<file path="src/rtl/pcr_regs.vh">
// register numbers, field positions, factory values and command codes of the parameter bank
`ifndef PCR_REGS_VH
`define PCR_REGS_VH
`define PCR_REG_COMMAND      6'h07
`define PCR_REG_VARIANT      6'h08
`define PCR_REG_FW_VERSION   6'h09
`define PCR_REG_HW_VERSION   6'h10
`define PCR_REG_KEY          6'h1f
`define PCR_REG_FEATURE      6'h20
`define PCR_REG_USER_OFFSET  6'h21
`define PCR_REG_USER_GAIN    6'h22
`define PCR_REG_FALLBACK     6'h23
`define PCR_REG_CUR_LIMIT    6'h24
`define PCR_REG_DITH_FREQ    6'h25
`define PCR_REG_DITH_AMPL    6'h26
`define PCR_REG_DITH_FADE    6'h27
`define PCR_REG_OVL_THR      6'h28
`define PCR_REG_OVL_OUT      6'h29
`define PCR_REG_BEND_THR     6'h2a
`define PCR_REG_BEND_OUT     6'h2b
`define PCR_REG_AREA_THR     6'h2c
`define PCR_REG_RAMP_RISE    6'h2d
`define PCR_REG_RAMP_FALL    6'h2e
`define PCR_CFG_FIRST        6'h20
`define PCR_CFG_COUNT        15
`define PCR_KEY_VALUE        16'h1235
`define PCR_CMD_RESTORE      16'h7000
`define PCR_CMD_SWRESET      16'h8000
`define PCR_DEF_ZERO         16'h0000
`define PCR_DEF_GAIN         16'h1000
`define PCR_DEF_AREA         16'h03e8
`define PCR_CB_ACCESS        7
`define PCR_CB_WRITE         6
`define PCR_FB_MIXED_OFF     15
`define PCR_FB_FALLBACK_ON   8
`define PCR_FB_RAMP_ON       6
`define PCR_FB_DITHER_ON     5
`define PCR_FB_CURVE_ON      4
`define PCR_FB_SIGN_MAG      3
`define PCR_FB_WDOG_OFF      2
`define PCR_FB_FACT_SCALE    1
`define PCR_FB_USER_SCALE    0
`define PCR_WDOG_TIMEOUT_MS  100
`define PCR_CLK_KHZ          100000
`define PCR_WDOG_CYCLES      24'd10000000
`define PCR_REINIT_CYCLES    16
`endif

</file>
<file path="src/rtl/pcr_channel_bank.v">
// configuration register set of one output channel with factory restore
`timescale 1ns/1ps
`include "pcr_regs.vh"
module pcr_channel_bank #(
    parameter [15:0] CUR_LIMIT_DEF = 16'h03e8
) (
    input  wire        core_clk_i,
    input  wire        nrst_i,
    input  wire        wr_en_i,
    input  wire [5:0]  wr_reg_i,
    input  wire [15:0] wr_data_i,
    input  wire        restore_i,
    input  wire [5:0]  rd_reg_i,
    output reg  [15:0] rd_data_o,
    output wire [15:0] feature_o,
    output wire [15:0] fallback_o
);
    reg  [15:0] cfg [0:`PCR_CFG_COUNT-1];
    wire [5:0]  wr_idx = wr_reg_i - `PCR_CFG_FIRST;
    wire [5:0]  rd_idx = rd_reg_i - `PCR_CFG_FIRST;
    wire        wr_hit = (wr_reg_i >= `PCR_CFG_FIRST) && (wr_idx < `PCR_CFG_COUNT);
    wire        rd_hit = (rd_reg_i >= `PCR_CFG_FIRST) && (rd_idx < `PCR_CFG_COUNT);
    integer     i;

    // factory value of each slot
    function [15:0] factory;
        input integer idx;
        begin
            case (idx)
                2:       factory = `PCR_DEF_GAIN;
                4:       factory = CUR_LIMIT_DEF;
                12:      factory = `PCR_DEF_AREA;
                default: factory = `PCR_DEF_ZERO;
            endcase
        end
    endfunction

    // storage; restore has priority over a write
    always @(posedge core_clk_i or negedge nrst_i) begin
        if (!nrst_i) begin
            for (i = 0; i < `PCR_CFG_COUNT; i = i + 1) begin
                cfg[i] <= factory(i);
            end
        end else if (restore_i) begin
            for (i = 0; i < `PCR_CFG_COUNT; i = i + 1) begin
                cfg[i] <= factory(i);
            end
        end else if (wr_en_i && wr_hit) begin
            cfg[wr_idx[3:0]] <= wr_data_i;
        end
    end

    // read mux, zero when outside the set
    always @* begin
        rd_data_o = rd_hit ? cfg[rd_idx[3:0]] : `PCR_DEF_ZERO;
    end

    assign feature_o  = cfg[0];
    assign fallback_o = cfg[3];
endmodule // pcr_channel_bank

</file>
<file path="src/rtl/pcr_param_bank.v">
// two-channel parameter and command register bank reached by control-byte access
// What this block does
// - commands run only while the protection key holds 0x1235
// - command 0x7000 reloads all configuration registers with factory values
// - factory restore acts on both channel register sets together
// - command 0x8000 performs a software reset of internal state, configuration registers keep their values
// - output stage is undriven until reinitialisation after software reset ends
// - identification register reads a fixed variant code
// - firmware version reads two ascii characters and ignores writes
// - configuration writes are discarded unless the key holds 0x1235
// - protection key clears on every restart
// - feature bit 15 disables mixed decay
// - feature bit 8 enables the fallback switch-on value
// - feature bit 6 enables setpoint ramps timed in 1 ms units
// - dither runs only with feature bit 5 and control bit 0 set
// - feature bit 4 applies the valve curve registers
// - feature bit 3 selects sign-magnitude setpoint format
// - feature bit 2 disables the 100 ms bus watchdog
// - feature bits 1 and 0 enable factory and user scaling
// - tripped watchdog with fallback enabled drives the stored fallback value
// - current limit holds milliamps, ceiling set by variant
// - dither amplitude is in percent of the current limit
// - dither fade time is in 1 ms units
// - control byte: bit 7 access, bit 6 write, bits 5..0 register
// - status byte echoes control byte, write clears bit 6
// - changed feature word takes effect only after restart, fallback value at once
`timescale 1ns/1ps
`include "pcr_regs.vh"
module pcr_param_bank #(
    parameter [15:0] VARIANT_ID     = 16'h0a5a,
    parameter [15:0] FW_VERSION     = 16'h3130,
    parameter [15:0] HW_VERSION     = 16'h0001,
    parameter [15:0] CUR_LIMIT_DEF  = 16'h03e8,
    parameter [23:0] WDOG_CYCLES    = `PCR_WDOG_CYCLES
) (
    input  wire        core_clk_i,
    input  wire        nrst_i,
    input  wire        ch_sel_i,
    input  wire        req_valid_i,
    input  wire [7:0]  ctrl_byte_i,
    input  wire [15:0] data_out_i,
    input  wire        dither_gate_control_bit_i,
    input  wire        bus_ok_i,
    output reg  [7:0]  status_byte_o,
    output reg  [15:0] data_in_o,
    output reg         resp_valid_o,
    output reg         drive_enable_o,
    output reg         sw_reset_o,
    output reg  [1:0]  mixed_decay_off_o,
    output reg  [1:0]  fallback_active_o,
    output reg  [1:0]  setpoint_ramp_on_o,
    output reg  [1:0]  dither_on_o,
    output reg  [1:0]  valve_curve_on_o,
    output reg  [1:0]  sign_magnitude_select_o,
    output reg  [1:0]  bus_watchdog_off_o,
    output reg  [1:0]  factory_scaling_on_o,
    output reg  [1:0]  user_scaling_on_o,
    output reg  [31:0] fallback_value_o
);
    // shared words: key, command, ids
    // per-channel words: 0x20 to 0x2e
    // ch_sel_i picks the channel set
    // bus is a control byte plus a word
    // writes need run state, all but key writes also the key
    // reads are answered at all times
    // each access echoes next cycle
    // restore reloads both sets at once
    // swreset clears the key
    // swreset holds the output stage off
    // features act only after restart
    // hazards a user must know:
    // - writes in reinit are dropped
    // - dropped writes are still echoed
    // - unknown commands only stored
    // - fallback words pass live
    // - wrong key value relocks
    // sequencer states
    localparam ST_RUN    = 1'b0;
    localparam ST_REINIT = 1'b1;

    reg  [15:0] key;
    reg  [15:0] command_entry;
    reg         state;
    reg  [4:0]  reinit_cnt;
    reg  [23:0] wdog_cnt;
    reg  [1:0]  wdog_trip;
    reg  [15:0] live_feature [0:1];
    wire [15:0] rd_ch0;
    wire [15:0] rd_ch1;
    wire [15:0] feat0;
    wire [15:0] feat1;
    wire [15:0] fb0;
    wire [15:0] fb1;
    // request decode, all combinational
    // from the request cycle inputs
    wire        access   = req_valid_i && ctrl_byte_i[`PCR_CB_ACCESS];
    wire        is_write = access && ctrl_byte_i[`PCR_CB_WRITE];
    wire        is_read  = access && !ctrl_byte_i[`PCR_CB_WRITE];
    wire [5:0]  reg_num  = ctrl_byte_i[5:0];
    wire        unlocked = (key == `PCR_KEY_VALUE);
    wire        cfg_wr   = is_write && unlocked && (state == ST_RUN);
    wire        cmd_wr   = cfg_wr && (reg_num == `PCR_REG_COMMAND);
    wire        restore  = cmd_wr && (data_out_i == `PCR_CMD_RESTORE);
    wire        swreset  = cmd_wr && (data_out_i == `PCR_CMD_SWRESET);
    wire        wr_ch0   = cfg_wr && !ch_sel_i;
    wire        wr_ch1   = cfg_wr && ch_sel_i;
    reg         live_load;
    integer     c;
    integer     d;

    // both sets share the register number
    // only the write enable differs
    // reads come from both sets
    // the read mux picks by ch_sel_i
    // channel register sets, both reached by one restore strobe
    pcr_channel_bank #(
        .CUR_LIMIT_DEF (CUR_LIMIT_DEF)
    ) u_bank0 (
        .core_clk_i (core_clk_i),
        .nrst_i     (nrst_i),
        .wr_en_i    (wr_ch0),
        .wr_reg_i   (reg_num),
        .wr_data_i  (data_out_i),
        .restore_i  (restore),
        .rd_reg_i   (reg_num),
        .rd_data_o  (rd_ch0),
        .feature_o  (feat0),
        .fallback_o (fb0)
    );

    pcr_channel_bank #(
        .CUR_LIMIT_DEF (CUR_LIMIT_DEF)
    ) u_bank1 (
        .core_clk_i (core_clk_i),
        .nrst_i     (nrst_i),
        .wr_en_i    (wr_ch1),
        .wr_reg_i   (reg_num),
        .wr_data_i  (data_out_i),
        .restore_i  (restore),
        .rd_reg_i   (reg_num),
        .rd_data_o  (rd_ch1),
        .feature_o  (feat1),
        .fallback_o (fb1)
    );

    // key gates config writes and commands
    // any key write replaces the key
    // so a wrong value locks again
    // key writes refused in reinit
    // swreset clears it in its own cycle
    // command word is readback only
    // actions come from the strobes
    // restore wins over a plain write
    // inside each channel set
    // protection key and command register
    always @(posedge core_clk_i or negedge nrst_i) begin
        if (!nrst_i) begin
            key           <= 16'h0000;
            command_entry <= 16'h0000;
        end else if (swreset) begin
            // software reset is a restart too
            key           <= 16'h0000;
            command_entry <= 16'h0000;
        end else if (is_write && reg_num == `PCR_REG_KEY && state == ST_RUN) begin
            key <= data_out_i;
        end else if (cmd_wr) begin
            command_entry <= data_out_i;
        end
    end

    // power-on reset starts in reinit
    // reinit lasts 16 cycles, drive off
    // swreset enters at count one:
    // its own cycle already has
    // the output stage switched off
    // live_load pulses at the end
    // and takes the feature words
    // reads stay answered meanwhile
    // reinitialisation sequence after software reset
    always @(posedge core_clk_i or negedge nrst_i) begin
        if (!nrst_i) begin
            state      <= ST_REINIT;
            reinit_cnt <= 5'h00;
            live_load  <= 1'b1;
        end else begin
            live_load <= 1'b0;
            case (state)
                ST_RUN: begin
                    if (swreset) begin
                        state      <= ST_REINIT;
                        reinit_cnt <= 5'h01;
                    end
                end
                ST_REINIT: begin
                    if (reinit_cnt == `PCR_REINIT_CYCLES - 1) begin
                        state     <= ST_RUN;
                        live_load <= 1'b1;
                    end else begin
                        reinit_cnt <= reinit_cnt + 5'h01;
                    end
                end
                default: begin
                    state <= ST_REINIT;
                end
            endcase
        end
    end

    // both channels latch together
    // reset value is all features off
    // until the first restart end
    // feature values sampled at the first edge after reset and at restart end
    always @(posedge core_clk_i or negedge nrst_i) begin
        if (!nrst_i) begin
            live_feature[0] <= 16'h0000;
            live_feature[1] <= 16'h0000;
        end else if (live_load) begin
            live_feature[0] <= feat0;
            live_feature[1] <= feat1;
        end
    end

    // counts cycles of bad bus traffic
    // healthy traffic restarts the count
    // reinit restarts it as well
    // expiry trips each channel
    // unless its watchdog is off
    // trip holds until traffic returns or reinit
    // limit is a parameter for benches
    // bus watchdog, trip latch
    always @(posedge core_clk_i or negedge nrst_i) begin
        if (!nrst_i) begin
            wdog_cnt  <= 24'h000000;
            wdog_trip <= 2'b00;
        end else if (bus_ok_i || state == ST_REINIT) begin
            wdog_cnt  <= 24'h000000;
            wdog_trip <= 2'b00;
        end else if (wdog_cnt < WDOG_CYCLES - 24'h000001) begin
            wdog_cnt <= wdog_cnt + 24'h000001;
        end else begin
            for (d = 0; d < 2; d = d + 1) begin
                wdog_trip[d] <= !live_feature[d][`PCR_FB_WDOG_OFF];
            end
        end
    end

    // feature outputs use latched features
    // not the stored words, so a change
    // waits for the next restart
    // dither also needs the gate bit
    // the gate bit is taken each cycle
    // fallback needs enable and trip
    // drive drops in the swreset cycle
    // feature decode to the output stage
    always @(posedge core_clk_i or negedge nrst_i) begin
        if (!nrst_i) begin
            mixed_decay_off_o       <= 2'b00;
            fallback_active_o       <= 2'b00;
            setpoint_ramp_on_o      <= 2'b00;
            dither_on_o             <= 2'b00;
            valve_curve_on_o        <= 2'b00;
            sign_magnitude_select_o <= 2'b00;
            bus_watchdog_off_o      <= 2'b00;
            factory_scaling_on_o    <= 2'b00;
            user_scaling_on_o       <= 2'b00;
            fallback_value_o        <= 32'h00000000;
            drive_enable_o          <= 1'b0;
            sw_reset_o              <= 1'b0;
        end else begin
            for (c = 0; c < 2; c = c + 1) begin
                mixed_decay_off_o[c]       <= live_feature[c][`PCR_FB_MIXED_OFF];
                fallback_active_o[c]       <= live_feature[c][`PCR_FB_FALLBACK_ON]
                                              && wdog_trip[c];
                setpoint_ramp_on_o[c]      <= live_feature[c][`PCR_FB_RAMP_ON];
                dither_on_o[c]             <= live_feature[c][`PCR_FB_DITHER_ON]
                                              && dither_gate_control_bit_i;
                valve_curve_on_o[c]        <= live_feature[c][`PCR_FB_CURVE_ON];
                sign_magnitude_select_o[c] <= live_feature[c][`PCR_FB_SIGN_MAG];
                bus_watchdog_off_o[c]      <= live_feature[c][`PCR_FB_WDOG_OFF];
                factory_scaling_on_o[c]    <= live_feature[c][`PCR_FB_FACT_SCALE];
                user_scaling_on_o[c]       <= live_feature[c][`PCR_FB_USER_SCALE];
            end
            fallback_value_o <= {fb1, fb0};
            drive_enable_o   <= (state == ST_RUN) && !swreset;
            sw_reset_o       <= (state == ST_REINIT) || swreset;
        end
    end

    // one access per request pulse
    // answered on the next edge
    // status repeats the control byte
    // bit 6 cleared for a write
    // read data loads on reads only
    // and stands until the next read
    // channel words from ch_sel_i set
    // unmapped numbers read as zero
    // no access bit: echo only
    // access decode, status echo and read data
    always @(posedge core_clk_i or negedge nrst_i) begin
        if (!nrst_i) begin
            status_byte_o <= 8'h00;
            data_in_o     <= 16'h0000;
            resp_valid_o  <= 1'b0;
        end else begin
            resp_valid_o <= access;
            if (is_write) begin
                status_byte_o <= ctrl_byte_i & 8'hbf;
            end else if (is_read) begin
                status_byte_o <= ctrl_byte_i;
                case (reg_num)
                    `PCR_REG_COMMAND:    data_in_o <= command_entry;
                    `PCR_REG_VARIANT:    data_in_o <= VARIANT_ID;
                    `PCR_REG_FW_VERSION: data_in_o <= FW_VERSION;
                    `PCR_REG_HW_VERSION: data_in_o <= HW_VERSION;
                    `PCR_REG_KEY:        data_in_o <= key;
                    default:             data_in_o <= ch_sel_i ? rd_ch1 : rd_ch0;
                endcase
            end else if (req_valid_i) begin
                status_byte_o <= ctrl_byte_i;
            end
        end
    end
endmodule // pcr_param_bank

</file>
<file path="config.mk">
export PLATFORM = sky130hd
export DESIGN_NAME = pcr_param_bank
export DESIGN_NICKNAME = d
export VERILOG_FILES = /design/src/rtl/pcr_channel_bank.v /design/src/rtl/pcr_param_bank.v
export VERILOG_INCLUDE_DIRS = /design/src /design/src/rtl
export SDC_FILE = /design/constraint.sdc
export NUM_CORES = 1
export LEC_CHECK = 0
export ABC_AREA = 1
export CORE_MARGIN = 2
export CORE_UTILIZATION = 51
export DETAILED_ROUTE_END_ITERATION = 12
export DONT_BUFFER_PORTS = 1
export PLACE_DENSITY = 0.69
export SYNTH_ARGS = -nofsm -noshare
export SYNTH_HDL_FRONTEND = slang
export SYNTH_SLANG_ARGS = --single-unit
</file>
<file path="constraint.sdc">
create_clock -name core_clk_i -period 2.56 [get_ports core_clk_i]
set_clock_uncertainty 0.2 [all_clocks]
set_input_delay 0.128 -clock core_clk_i [delete_from_list [all_inputs] [get_ports core_clk_i]]
set_output_delay 0.128 -clock core_clk_i [all_outputs]
set_load 0.02 [all_outputs]
</file>
; After elaboration in Yosys (flattened, before gate mapping)
; Cells that the tools add are included.
; W data, S select, Z words.
[totals]
reg_bits = 654
inputBits = 30
out_inout_bits = 77
elab_cells = 153
[op_classes]
mux = 38
bitwise = 3
eq_ne = 13
n_reduce_logical = 37
order_cmp = 5
n_addsub = 3
[op_table]
columns = operator, count
row1 = $mux W240, 4
row2 = $bwmux W240, 2
row3 = $mux W16, 13
row4 = $bmux W16 S4, 2
row5 = $pmux W16 S5, 1
row6 = $demux W16 S4, 1
row7 = $mux W24, 2
row8 = $add A24 B1 Y24 const B, 1
row9 = $lt A24 B24 Y1 const B, 1
row10 = $mux W8, 3
row11 = $logic_and A1 B1 Y1, 21
row12 = $eq A16 B13 Y1 const B, 1
row13 = $eq A16 B15 Y1 const B, 1
row14 = $eq A16 B16 Y1 const B, 1
row15 = $eq A6 B4 Y1 const B, 2
row16 = $eq A6 B5 Y1 const B, 2
row17 = $mux W5, 2
row18 = $pmux W5 S2, 1
row19 = $reduce_bool A2 Y1, 5
row20 = $ne A2 B2 Y1 const B, 4
row21 = $eq A6 B3 Y1 const B, 1
row22 = $ge A6 B6 Y1 const B, 1
row23 = $lt A6 B4 Y1 const B, 1
row24 = $reduce_and A2 Y1, 3
row25 = 13 further kinds, 23

; Depth between registers and ports, before layout
; Gate-level depths: netlist (run 1).
[logic_depth]
depth_word = 9
ltp_mapped = 15
ltp_nobuf = 12

; Modules after synthesis
; A second synthesis (run 1) with hierarchy kept.
[unflattened]
hier_cells = 3822
hier_area_um2 = 30940.9
[modules_own_cells]
columns = module, cells_each, area_each_um2, seq_area_each_um2, instances
row1 = pcr_channel_bank (u_bank0), 1478, 11763.8, 6022.0, 1
row2 = pcr_channel_bank (u_bank1), 1478, 11757.5, 6022.0, 1
row3 = pcr_param_bank, 866, 7419.6, 4006.3, 1

; Worst setup path before layout (run 1)
; OpenSTA, ideal clock, no wires.
[synth_timing]
kind = register -> register
from = register wdog_cnt[0]
to = register wdog_cnt[17]
slack_ns = 0.383
path_buffers = 1
arrival_ns = 1.860
synth_period_minus_slack_ns = 2.177
path_stages_with_launch = 12
setup_ns = 0.117
t_required_ns = 2.243
cell_sequence = dfrtp_1 > ha_1 > nand2_1 > nor3_1 > nand2_1 > nand2_1 > nand4_1 > nand2_1 > nand2_1 > clkbuf_1 > nand2_1 > nand2_1
[synth_between]
elab_chain_cells = 3
word_cells_on_any_way = 5
classes_between = 1 x add/sub / 1 x order compare / 2 x mux / 1 x reduce/logical
[synth_lines]
columns = item, line
row1 = "start, declared", pcr_param_bank.v:85  ; reg [23:0] wdog_cnt;
row2 = "start signal, assigned", pcr_param_bank.v:239  ; wdog_cnt <= wdog_cnt + 24'h000001;
row3 = $add A24 B1 Y24, pcr_param_bank.v:239
row4 = $mux W24, pcr_param_bank.v:238  ; end else if (wdog_cnt < WDOG_CYCLES - 24'h000001) begin
row5 = $mux W24, pcr_param_bank.v:235  ; end else if (bus_ok_i || state == ST_REINIT) begin
; Parallel ways exist; a longest one is shown, timed or not. The select of a mux whose other input is x is not followed.
; A chain may end at the register's enable or synchronous reset.

; Worst setup path after layout (run 1)
[layout_timing]
from = register key[7]
to = register u_bank0.cfg[77] (netlist bit)
[layout_between]
elab_chain_cells = 6
word_cells_on_any_way = 9
classes_between = 1 x eq/ne / 1 x mux / 7 x reduce/logical
[layout_lines]
columns = item, line
row1 = "start, declared", pcr_param_bank.v:81  ; reg [15:0] key;
row2 = "start signal, assigned", pcr_param_bank.v:165  ; key <= data_out_i;
row3 = $eq A16 B13 Y1 (no source line) (*), n/a
row4 = $logic_and A1 B1 Y1 (*) (2 in series), pcr_param_bank.v:101  ; wire cfg_wr = is_write && unlocked && (state == ST_RUN);
row5 = "$logic_and A1 B1 Y1, on equally long branches", "pcr_param_bank.v:102, pcr_param_bank.v:105"
row6 = "$logic_and A1 B1 Y1, on equally long branches", "pcr_param_bank.v:103, pcr_channel_bank.v:48"
row7 = $mux W240 or $reduce_bool A2 Y1 (tied branches), n/a
row8 = "end signal, assigned by index", pcr_channel_bank.v:42  ; cfg[i] <= factory(i);
row9 = "end signal, assigned by index", pcr_channel_bank.v:46  ; cfg[i] <= factory(i);
row10 = "end signal, assigned by index", pcr_channel_bank.v:49  ; cfg[wr_idx[3:0]] <= wr_data_i;
row11 = "end, declared", pcr_channel_bank.v:18  ; reg [15:0] cfg [0:`PCR_CFG_COUNT-1];
; Mark *: on every way between the ends. The rest lies on a longest branch, timed or not.

==> flow_summary.yaml, run 1 <==
outcome:
  outcome: "finished with violations"
  violations: "hold timing"
cts:
  cts.sinks: 640
  cts_buffers: 72
  cts_buffer_depth: 3
  clockRootBuffer: "clkbuf_16"
  cts_tree: "built"
  path_clk_slew_ps: 70
  htreeDepth: 3
  clock_latency_ps: 630
timing:
  fin_crit_ps: 2524
  setup_viol: 0
  worstMarginPinSlew_ps: 1343
  finalMaxSlewViolations: 0
  fin_crit_sh: 0.9860
  relSlewSlack: 0.1046
  rsz0062_at_grt: "true"
  hold_violations: 640
  fin_setup_tns_ps: 0
  holdWs_ps: -1007
  fmax_mhz: 396.2
synth:
  yosysTopAreaCellShare: 0.4884
  yosysWarningCount: 0
  yosysMostFrequentCell: "nand2_1"
  synth_top_cell_by_area: "dfrtp_1"
  ys.flop_type: "dfrtp_1"
  syn_inst: 4488
  synthArstFlopShare: 1.000
  synth_edf_count: 0
  ys_seq_area_frac: 0.5119
  ys_types: 35
  syn_nets: 4521
  avgSynthCellArea_um2: 6.986
  synth_commonest_cells: "nand2_1 (2245), nor2_1 (740), dfrtp_1 (612)"
  syn_area_mm2: 0.03136
  synth.top_cells.by_area: "dfrtp_1 (49%), nand2_1 (27%), nor2_1 (8.9%)"
  ys_ff_latch: 640
global_routing:
  grt_max_degree: 641
  grt_pass1_vias: 27150
  grt_overflow: 0
  antenna_found_initial: 2
  grt_pass1_wl_mm: 161.3
  track_usage: 0.3341
run:
  drv_cap: 0
power_and_ir_drop:
  combPwrFrac: 0.070
  ir_drop_mv: 0.5322
  sw_frac_of_total: 0.2543
  switchingPower_mw: 5.677
  powerDensity_mw_per_mm2: 623.5
  cellLeakagePower_nw: 19.98
  power.total_mw: 22.32
  power.internal_mw: 16.64
  p_seq_frac: 0.463
  p_clk_frac: 0.467
final_layout:
  num-nets-final: 4564
  drive_gt1_frac: 0.07457
  design_area_mm2: 0.03580
  fin_cells: 5369
  syn2layout_area_growth_pct: 14.17
drt:
  first_pass_iters: 6
  wire_per_inst_um: 19.59
  drt_iter0_markers: 3729
  routed_via_density: 5.381
  wl_mm: 105.2
  postRouteAntennaNets: 0
  dr_total_vias: 28890
  drc: 0
min_path:
  hp-class: "input port to asynchronous set/reset pin"
floorplanning:
  rows: 90
  die_area_mm2: 0.06348
  initial_core_util: 0.5176
  io_pins: 107
  fp.dieH_um: 252.0
  die_w_um: 252.0
  core_mm2: 0.06058
critical_path:
  crit_arrival_ps: 2820
  startpoint_type: "flop"
  ff2ff_setup_slack_ps: 40
  path_class: "flop to flop"
  crit_required_ps: 2860
  cp_common_cell: "nand2_1"
  crit_path_cell_trace: "nor2_1 > nand2_1 > nor2_2 > nand3b_1 > nor2_4 > nand3_4 > nand2_2 > buf_4 > nand2_2 > nand2_1 > nand2_1"
  cpPeakStageDelay_ps: 390
  worstPathMaxFanout: 16
  slowest_stage: "dfrtp_1"
  crit_path_end_kind: "flop"
place:
  dpl.hpwl_mm: 67.24
  portBuffers: 0
  dpl-instance-area_mm2: 0.03281
  place_inst: 5189
  gp_congestion: 0.9389
[worst paths after layout]
path,from,endpoint,cells past startpoint
max,key[7]$_DFFE_PN0P_,u_bank0.cfg[77]$_DFFE_PN0P_,11
min,nrst_i,fallback_value_o[8]$_DFF_PN0_,0
max reg2reg,key[7]$_DFFE_PN0P_,u_bank0.cfg[77]$_DFFE_PN0P_,11
min reg2reg,live_feature[22]$_DFFE_PN0P_,setpoint_ramp_on_o[0]$_DFF_PN0_,0
max in group asynchronous,nrst_i,u_bank0.cfg[14]$_DFFE_PN0P_,0
min in group core_clk_i,ctrl_byte_i[0],data_in_o[10]$_DFFE_PN0P_,9
[state kept, by name, summed over array words and instances (netlist names), 18 cells and up]
signal,flops
u_bank0.cfg,208
u_bank1.cfg,208
fallback_value_o,32
wdog_cnt,24
live_feature,18
[cells by family after synthesis]
| group | after synthesis | synth area share |
|---|---|---|
| XOR/XNOR | 20 | 0.005586 |
| buffers and inverters | 515 | 0.06516 |
| multiplexers | 9 | 0.003232 |
| adder cells (fa/ha/maj) | 3 | 0.001197 |
| AND/OR/NAND/NOR | 3157 | 0.3884 |
| AO/OA/AOI/OAI | 144 | 0.02454 |
| flip-flops | 640 | 0.5119 |
[metrics by stage]
step	utilization	setup WS [ps]	hold slack [ps]
final	0.5909	35.74	-1007
after global routing	0.5909	-47.11	-1022
after floorplan	-	382.6	-367.6
after global placement	0.5416	104.0	-344.2
after CTS	0.5881	21.08	-1007
after detailed placement	0.5416	41.91	-342.8
[critical path: cells and delay by family (launching register included)]
family                 cells  cell delay, ps
AND/OR/NAND/NOR           10            1610
flip-flops                 1             390
buffers and inverters      1             170
[area by class of cell]
| type | instances | area (µm²) |
|---|---|---|
| tap | 782 | 978.4 |
| sequential | 640 | 16050 |
| multi-input combinational | 3333 | 13390 |
| clock inverter | 34 | 357.8 |
| inverter | 296 | 1117 |
| clock buffer | 95 | 2021 |
| fill | 5541 | 24780 |
| timing repair buffer | 188 | 1883 |
| antenna | 1 | 2.502 |
[layer usage]
| metal | wire, µm | global-route usage | up-vias |
|---|---|---|---|
| met4 | 6297 | 0.1809 | 0 |
| met3 | 10440 | 0.06819 | 340 |
| li1 | - | - | 13560 |
| met2 | 46560 | 0.5088 | 1402 |
| met5 | 0 | 0 | - |
| met1 | 41890 | 0.4498 | 13580 |
[power groups by stage]
stage | clock network [mW] | registers (mW) | logic (mW)
2_1_floorplan | 0 | 10.5 | 0.814
3_3_place_gp | 0 | 10.5 | 1.39
3_5_place_dp | 0 | 10.5 | 1.40
4_1_cts | 10.5 | 10.3 | 1.50
5_1_grt | 10.9 | 10.3 | 1.67
6_report | 10.4 | 10.3 | 1.57
[cell usage in the layout, fill, tap and decap left out, types with 16 or more instances in the layout]
| cell | Yosys | routed |
|---|---|---|
| a21oi_1 | 39 | 39 |
| buf_12 | 0 | 27 |
| buf_4 | 2 | 111 |
| clkbuf_16 | 0 | 74 |
| dfrtp_1 | 612 | 612 |
| dfstp_2 | 28 | 28 |
| dlygate4sd3_1 | 0 | 44 |
| inv_1 | 278 | 276 |
| nand2_1 | 2245 | 2231 |
| nand3_1 | 106 | 106 |
| nand4_1 | 18 | 18 |
| nor2_1 | 740 | 735 |
| o21ai_0 | 88 | 88 |
| xor2_1 | 16 | 16 |
[repair_timing]
item,4_1_cts,5_1_grt
setup buffers,0,5
hold endpoints to repair,1170,657
setup endpoints to repair,3,362
hold buffers,44,1
resized for setup,1,31
pin swaps,0,3
Note: power is estimated with default switching activity, not from simulation.
==> run 2: changes to the inputs <==
- ABC_AREA: 1 -> 0
==> run 2 against run 1 <==
The run ends with hold timing, slew limit left; wire length fell by 18%; largest cell class unchanged; setup slack got worse by 13 ps; die area shrank 11%; worst hold slack improved by 52 ps; area after synthesis fell by 11%; sequential cell count unchanged; critical path type unchanged; core utilization is 1.6 points higher; sequential power hardly changed.
==> flow_summary.yaml, run 2 <==
critical_path:
  cp_common_cell: "buf_4"
  crit_path_end_kind: "flop"
  crit_required_ps: 2810
  startpoint_type: "flop"
  worstPathMaxFanout: 2
  slowest_stage: "o31ai_1"
  worst-path-buf-inv: 2
  regToRegEndpoint: "data_in_o[5]$_DFFE_PN0P_"
  path_class: "flop to flop"
  reg2reg_from: "u_bank1.fallback_o[5]$_DFFE_PN0P_"
  crit_arrival_ps: 2790
  ff2ff_setup_slack_ps: 20
  crit_path_cell_trace: "mux4_2 > o22ai_1 > buf_4 > nor4_1 > buf_4 > o31ai_1 > a21oi_1"
  cpPeakStageDelay_ps: 570
  path_delay_family: "compound AO/OA/AOI/OAI gates"
  reg2regPathDepth: 7
cts:
  cts.sinks: 640
  cts_buffers: 67
  cts_buffer_depth: 3
  htreeDepth: 3
  clock_latency_ps: 610
  cts_tree: "built"
  cts_hold_buf: 79
  clockRootBuffer: "clkbuf_16"
  path_clk_slew_ps: 60
synth:
  yosysWarningCount: 0
  ys.flop_type: "dfrtp_1"
  ys_seq_area_frac: 0.5734
  yosysTopAreaCellShare: 0.5472
  synth_edf_count: 0
  synth_top_cell_by_area: "dfrtp_1"
  synthArstFlopShare: 1.000
  ys_ff_latch: 640
  synth_commonest_cells: "dfrtp_1 (612), a22o_1 (375), nand2_1 (169)"
  syn_inst: 2314
  syn_area_mm2: 0.02799
  ys_types: 67
  yosysMostFrequentCell: "dfrtp_1"
  synth.top_cells.by_area: "dfrtp_1 (55%), a22o_1 (12%), mux4_2 (5.1%)"
  syn_nets: 2347
  avgSynthCellArea_um2: 12.10
drt:
  wl_mm: 86.29
  first_pass_iters: 6
  drt_iter0_markers: 2532
  dr_total_vias: 21460
  routed_via_density: 6.800
  drc: 0
  wire_per_inst_um: 27.35
  postRouteAntennaNets: 0
power_and_ir_drop:
  p_seq_frac: 0.490
  combPwrFrac: 0.044
  switchingPower_mw: 4.714
  sw_frac_of_total: 0.2232
  powerDensity_mw_per_mm2: 644.4
  cellLeakagePower_nw: 15.02
  p_clk_frac: 0.466
  power.internal_mw: 16.41
  ir_drop_mv: 0.4030
final_layout:
  syn2layout_area_growth_pct: 17.10
  num-nets-final: 2440
  fill_cells: 4101
  top_regs: "u_bank0.cfg: 208 flops, u_bank1.cfg: 208 flops, fallback_value_o: 32 flops"
  layout_common_cells: "dfrtp_1 (612), a22o_1 (375), nand2_1 (168)"
  drive_gt1_frac: 0.2030
  fin_cells: 3155
  final_common_cell: "dfrtp_1"
timing:
  finalMaxSlewViolations: 412
  holdWs_ps: -955.4
  fin_crit_ps: 2538
  fin_crit_sh: 0.9913
  setup_viol: 0
  finalWorstSetupSlack_ps: 22.26
  fin_setup_tns_ps: 0
  worstMarginPinSlew_ps: 2299
  hold_violations: 655
  rsz0062_at_grt: "true"
  fmax_mhz: 394.1
  relSlewSlack: -0.5329
outcome:
  outcome: "finished with violations"
  violations: "hold timing, slew limit"
global_routing:
  grt_pass1_vias: 21230
  grt_overflow: 0
  grt_pass1_wl_mm: 131.6
  antenna_found_initial: 4
  track_usage: 0.3047
  grt_max_degree: 641
place:
  gp_congestion: 0.8847
  dpl.hpwl_mm: 49.91
  place_inst: 2945
  dp_slack_ps: -203.5
  portBuffers: 0
floorplanning:
  io_pins: 107
  core_mm2: 0.05403
  die_w_um: 238.3
  rows: 85
  die_area_mm2: 0.05677
  fp.dieH_um: 238.3
  initial_core_util: 0.5181
run:
  drv_cap: 0
min_path:
  hp-class: "input port to asynchronous set/reset pin"
run 2: cell types whose count changed in the layout (fill, tap and decap cells not counted), moves of 29 or more:
cell	before	now
nand2_1	2231	168
nor2_1	735	103
a22o_1	0	375
inv_1	276	20
mux2i_1	0	111
mux4_2	0	64
nand3_1	106	42
a21oi_1	39	99
mux2_2	9	54
buf_4	111	140
run 2: per-layer routing:
layer / GRT usage / part of all wire / wire length (µm)
met1: 0.4136 / 0.40 / 34480
met2: 0.4509 / 0.45 / 38880
met3: 0.07311 / 0.090 / 7803
met4: 0.1746 / 0.059 / 5071
met5: 0 / 0.00067 / 58
run 2: cell families (layout without fill, tap and decap cells):
group,Yosys count,count (layout),synth area share
adders and majority gates,3,3,0.001341
xor gates and xnor gates,20,20,0.006258
muxes,229,229,0.1129
AOI/OAI and AO/OA,714,714,0.1925
DFF,640,640,0.5734
other,0,1,0
and+or+nand+nor,467,467,0.07814
buffers and inverters,241,385,0.03540
run 2: power groups by stage:
stage          sequential [mW]  clock [mW]  combinational (mW)
2_1_floorplan             10.5           0               0.532
4_1_cts                   10.3        9.96               0.885
3_5_place_dp              10.5           0               0.514
5_1_grt                   10.3        10.4               0.952
6_report                  10.3        9.85               0.929
3_3_place_gp              10.5           0               0.510
run 2: repair_timing:
action | 4_1_cts | 5_1_grt
setup buffers | 1 | 5
pin swaps | 1 | 7
cloned | 0 | 5
endpoints found under the setup margin | 381 | 355
hold endpoints to repair | 1209 | 659
gates resized for setup | 25 | 48
run 2: stage by stage:
stage	utilization	total power [mW]	instance area [µm²]
finish	0.6066	21.12	32780
global placement	0.5416	11.03	29260
floorplan	-	11.01	27990
detailed placement	0.5416	11.03	29260
CTS	0.6024	21.18	32550
global route	0.6066	21.67	32780
run 2: area by class of cell:
type / instances / area (µm²) / area share
Sequential cell: 640 / 16050 / 0.4897
Multi-Input combinational cell: 1433 / 11140 / 0.3398
Timing Repair Buffer: 245 / 2411 / 0.07356
Clock buffer: 106 / 2101 / 0.06410
Tap cell: 696 / 870.8 / 0.02657
Clock inverter: 14 / 128.9 / 0.003932
Inverter: 20 / 75.07 / 0.002291
Antenna cell: 1 / 2.502 / 0.00007635
run 2: worst max-delay path by stage:
stage	from	end	slack, ps	depth (start not counted)
final	u_bank1.fallback_o[5]$_DFFE_PN0P_	data_in_o[5]$_DFFE_PN0P_	20	7
after global routing	key[11]$_DFFE_PN0P_	u_bank0.cfg[98]$_DFFE_PN0P_	-30	9
after CTS	state$_DFF_PN1_	u_bank1.cfg[24]$_DFFE_PN0P_	0.5	8
after detailed placement	state$_DFF_PN1_	u_bank0.cfg[21]$_DFFE_PN0P_	-200	6
after global placement	key[8]$_DFFE_PN0P_	u_bank0.cfg[89]$_DFFE_PN0P_	-170	8
after floorplan	key[10]$_DFFE_PN0P_	u_bank1.cfg[131]$_DFFE_PN0P_	10	7
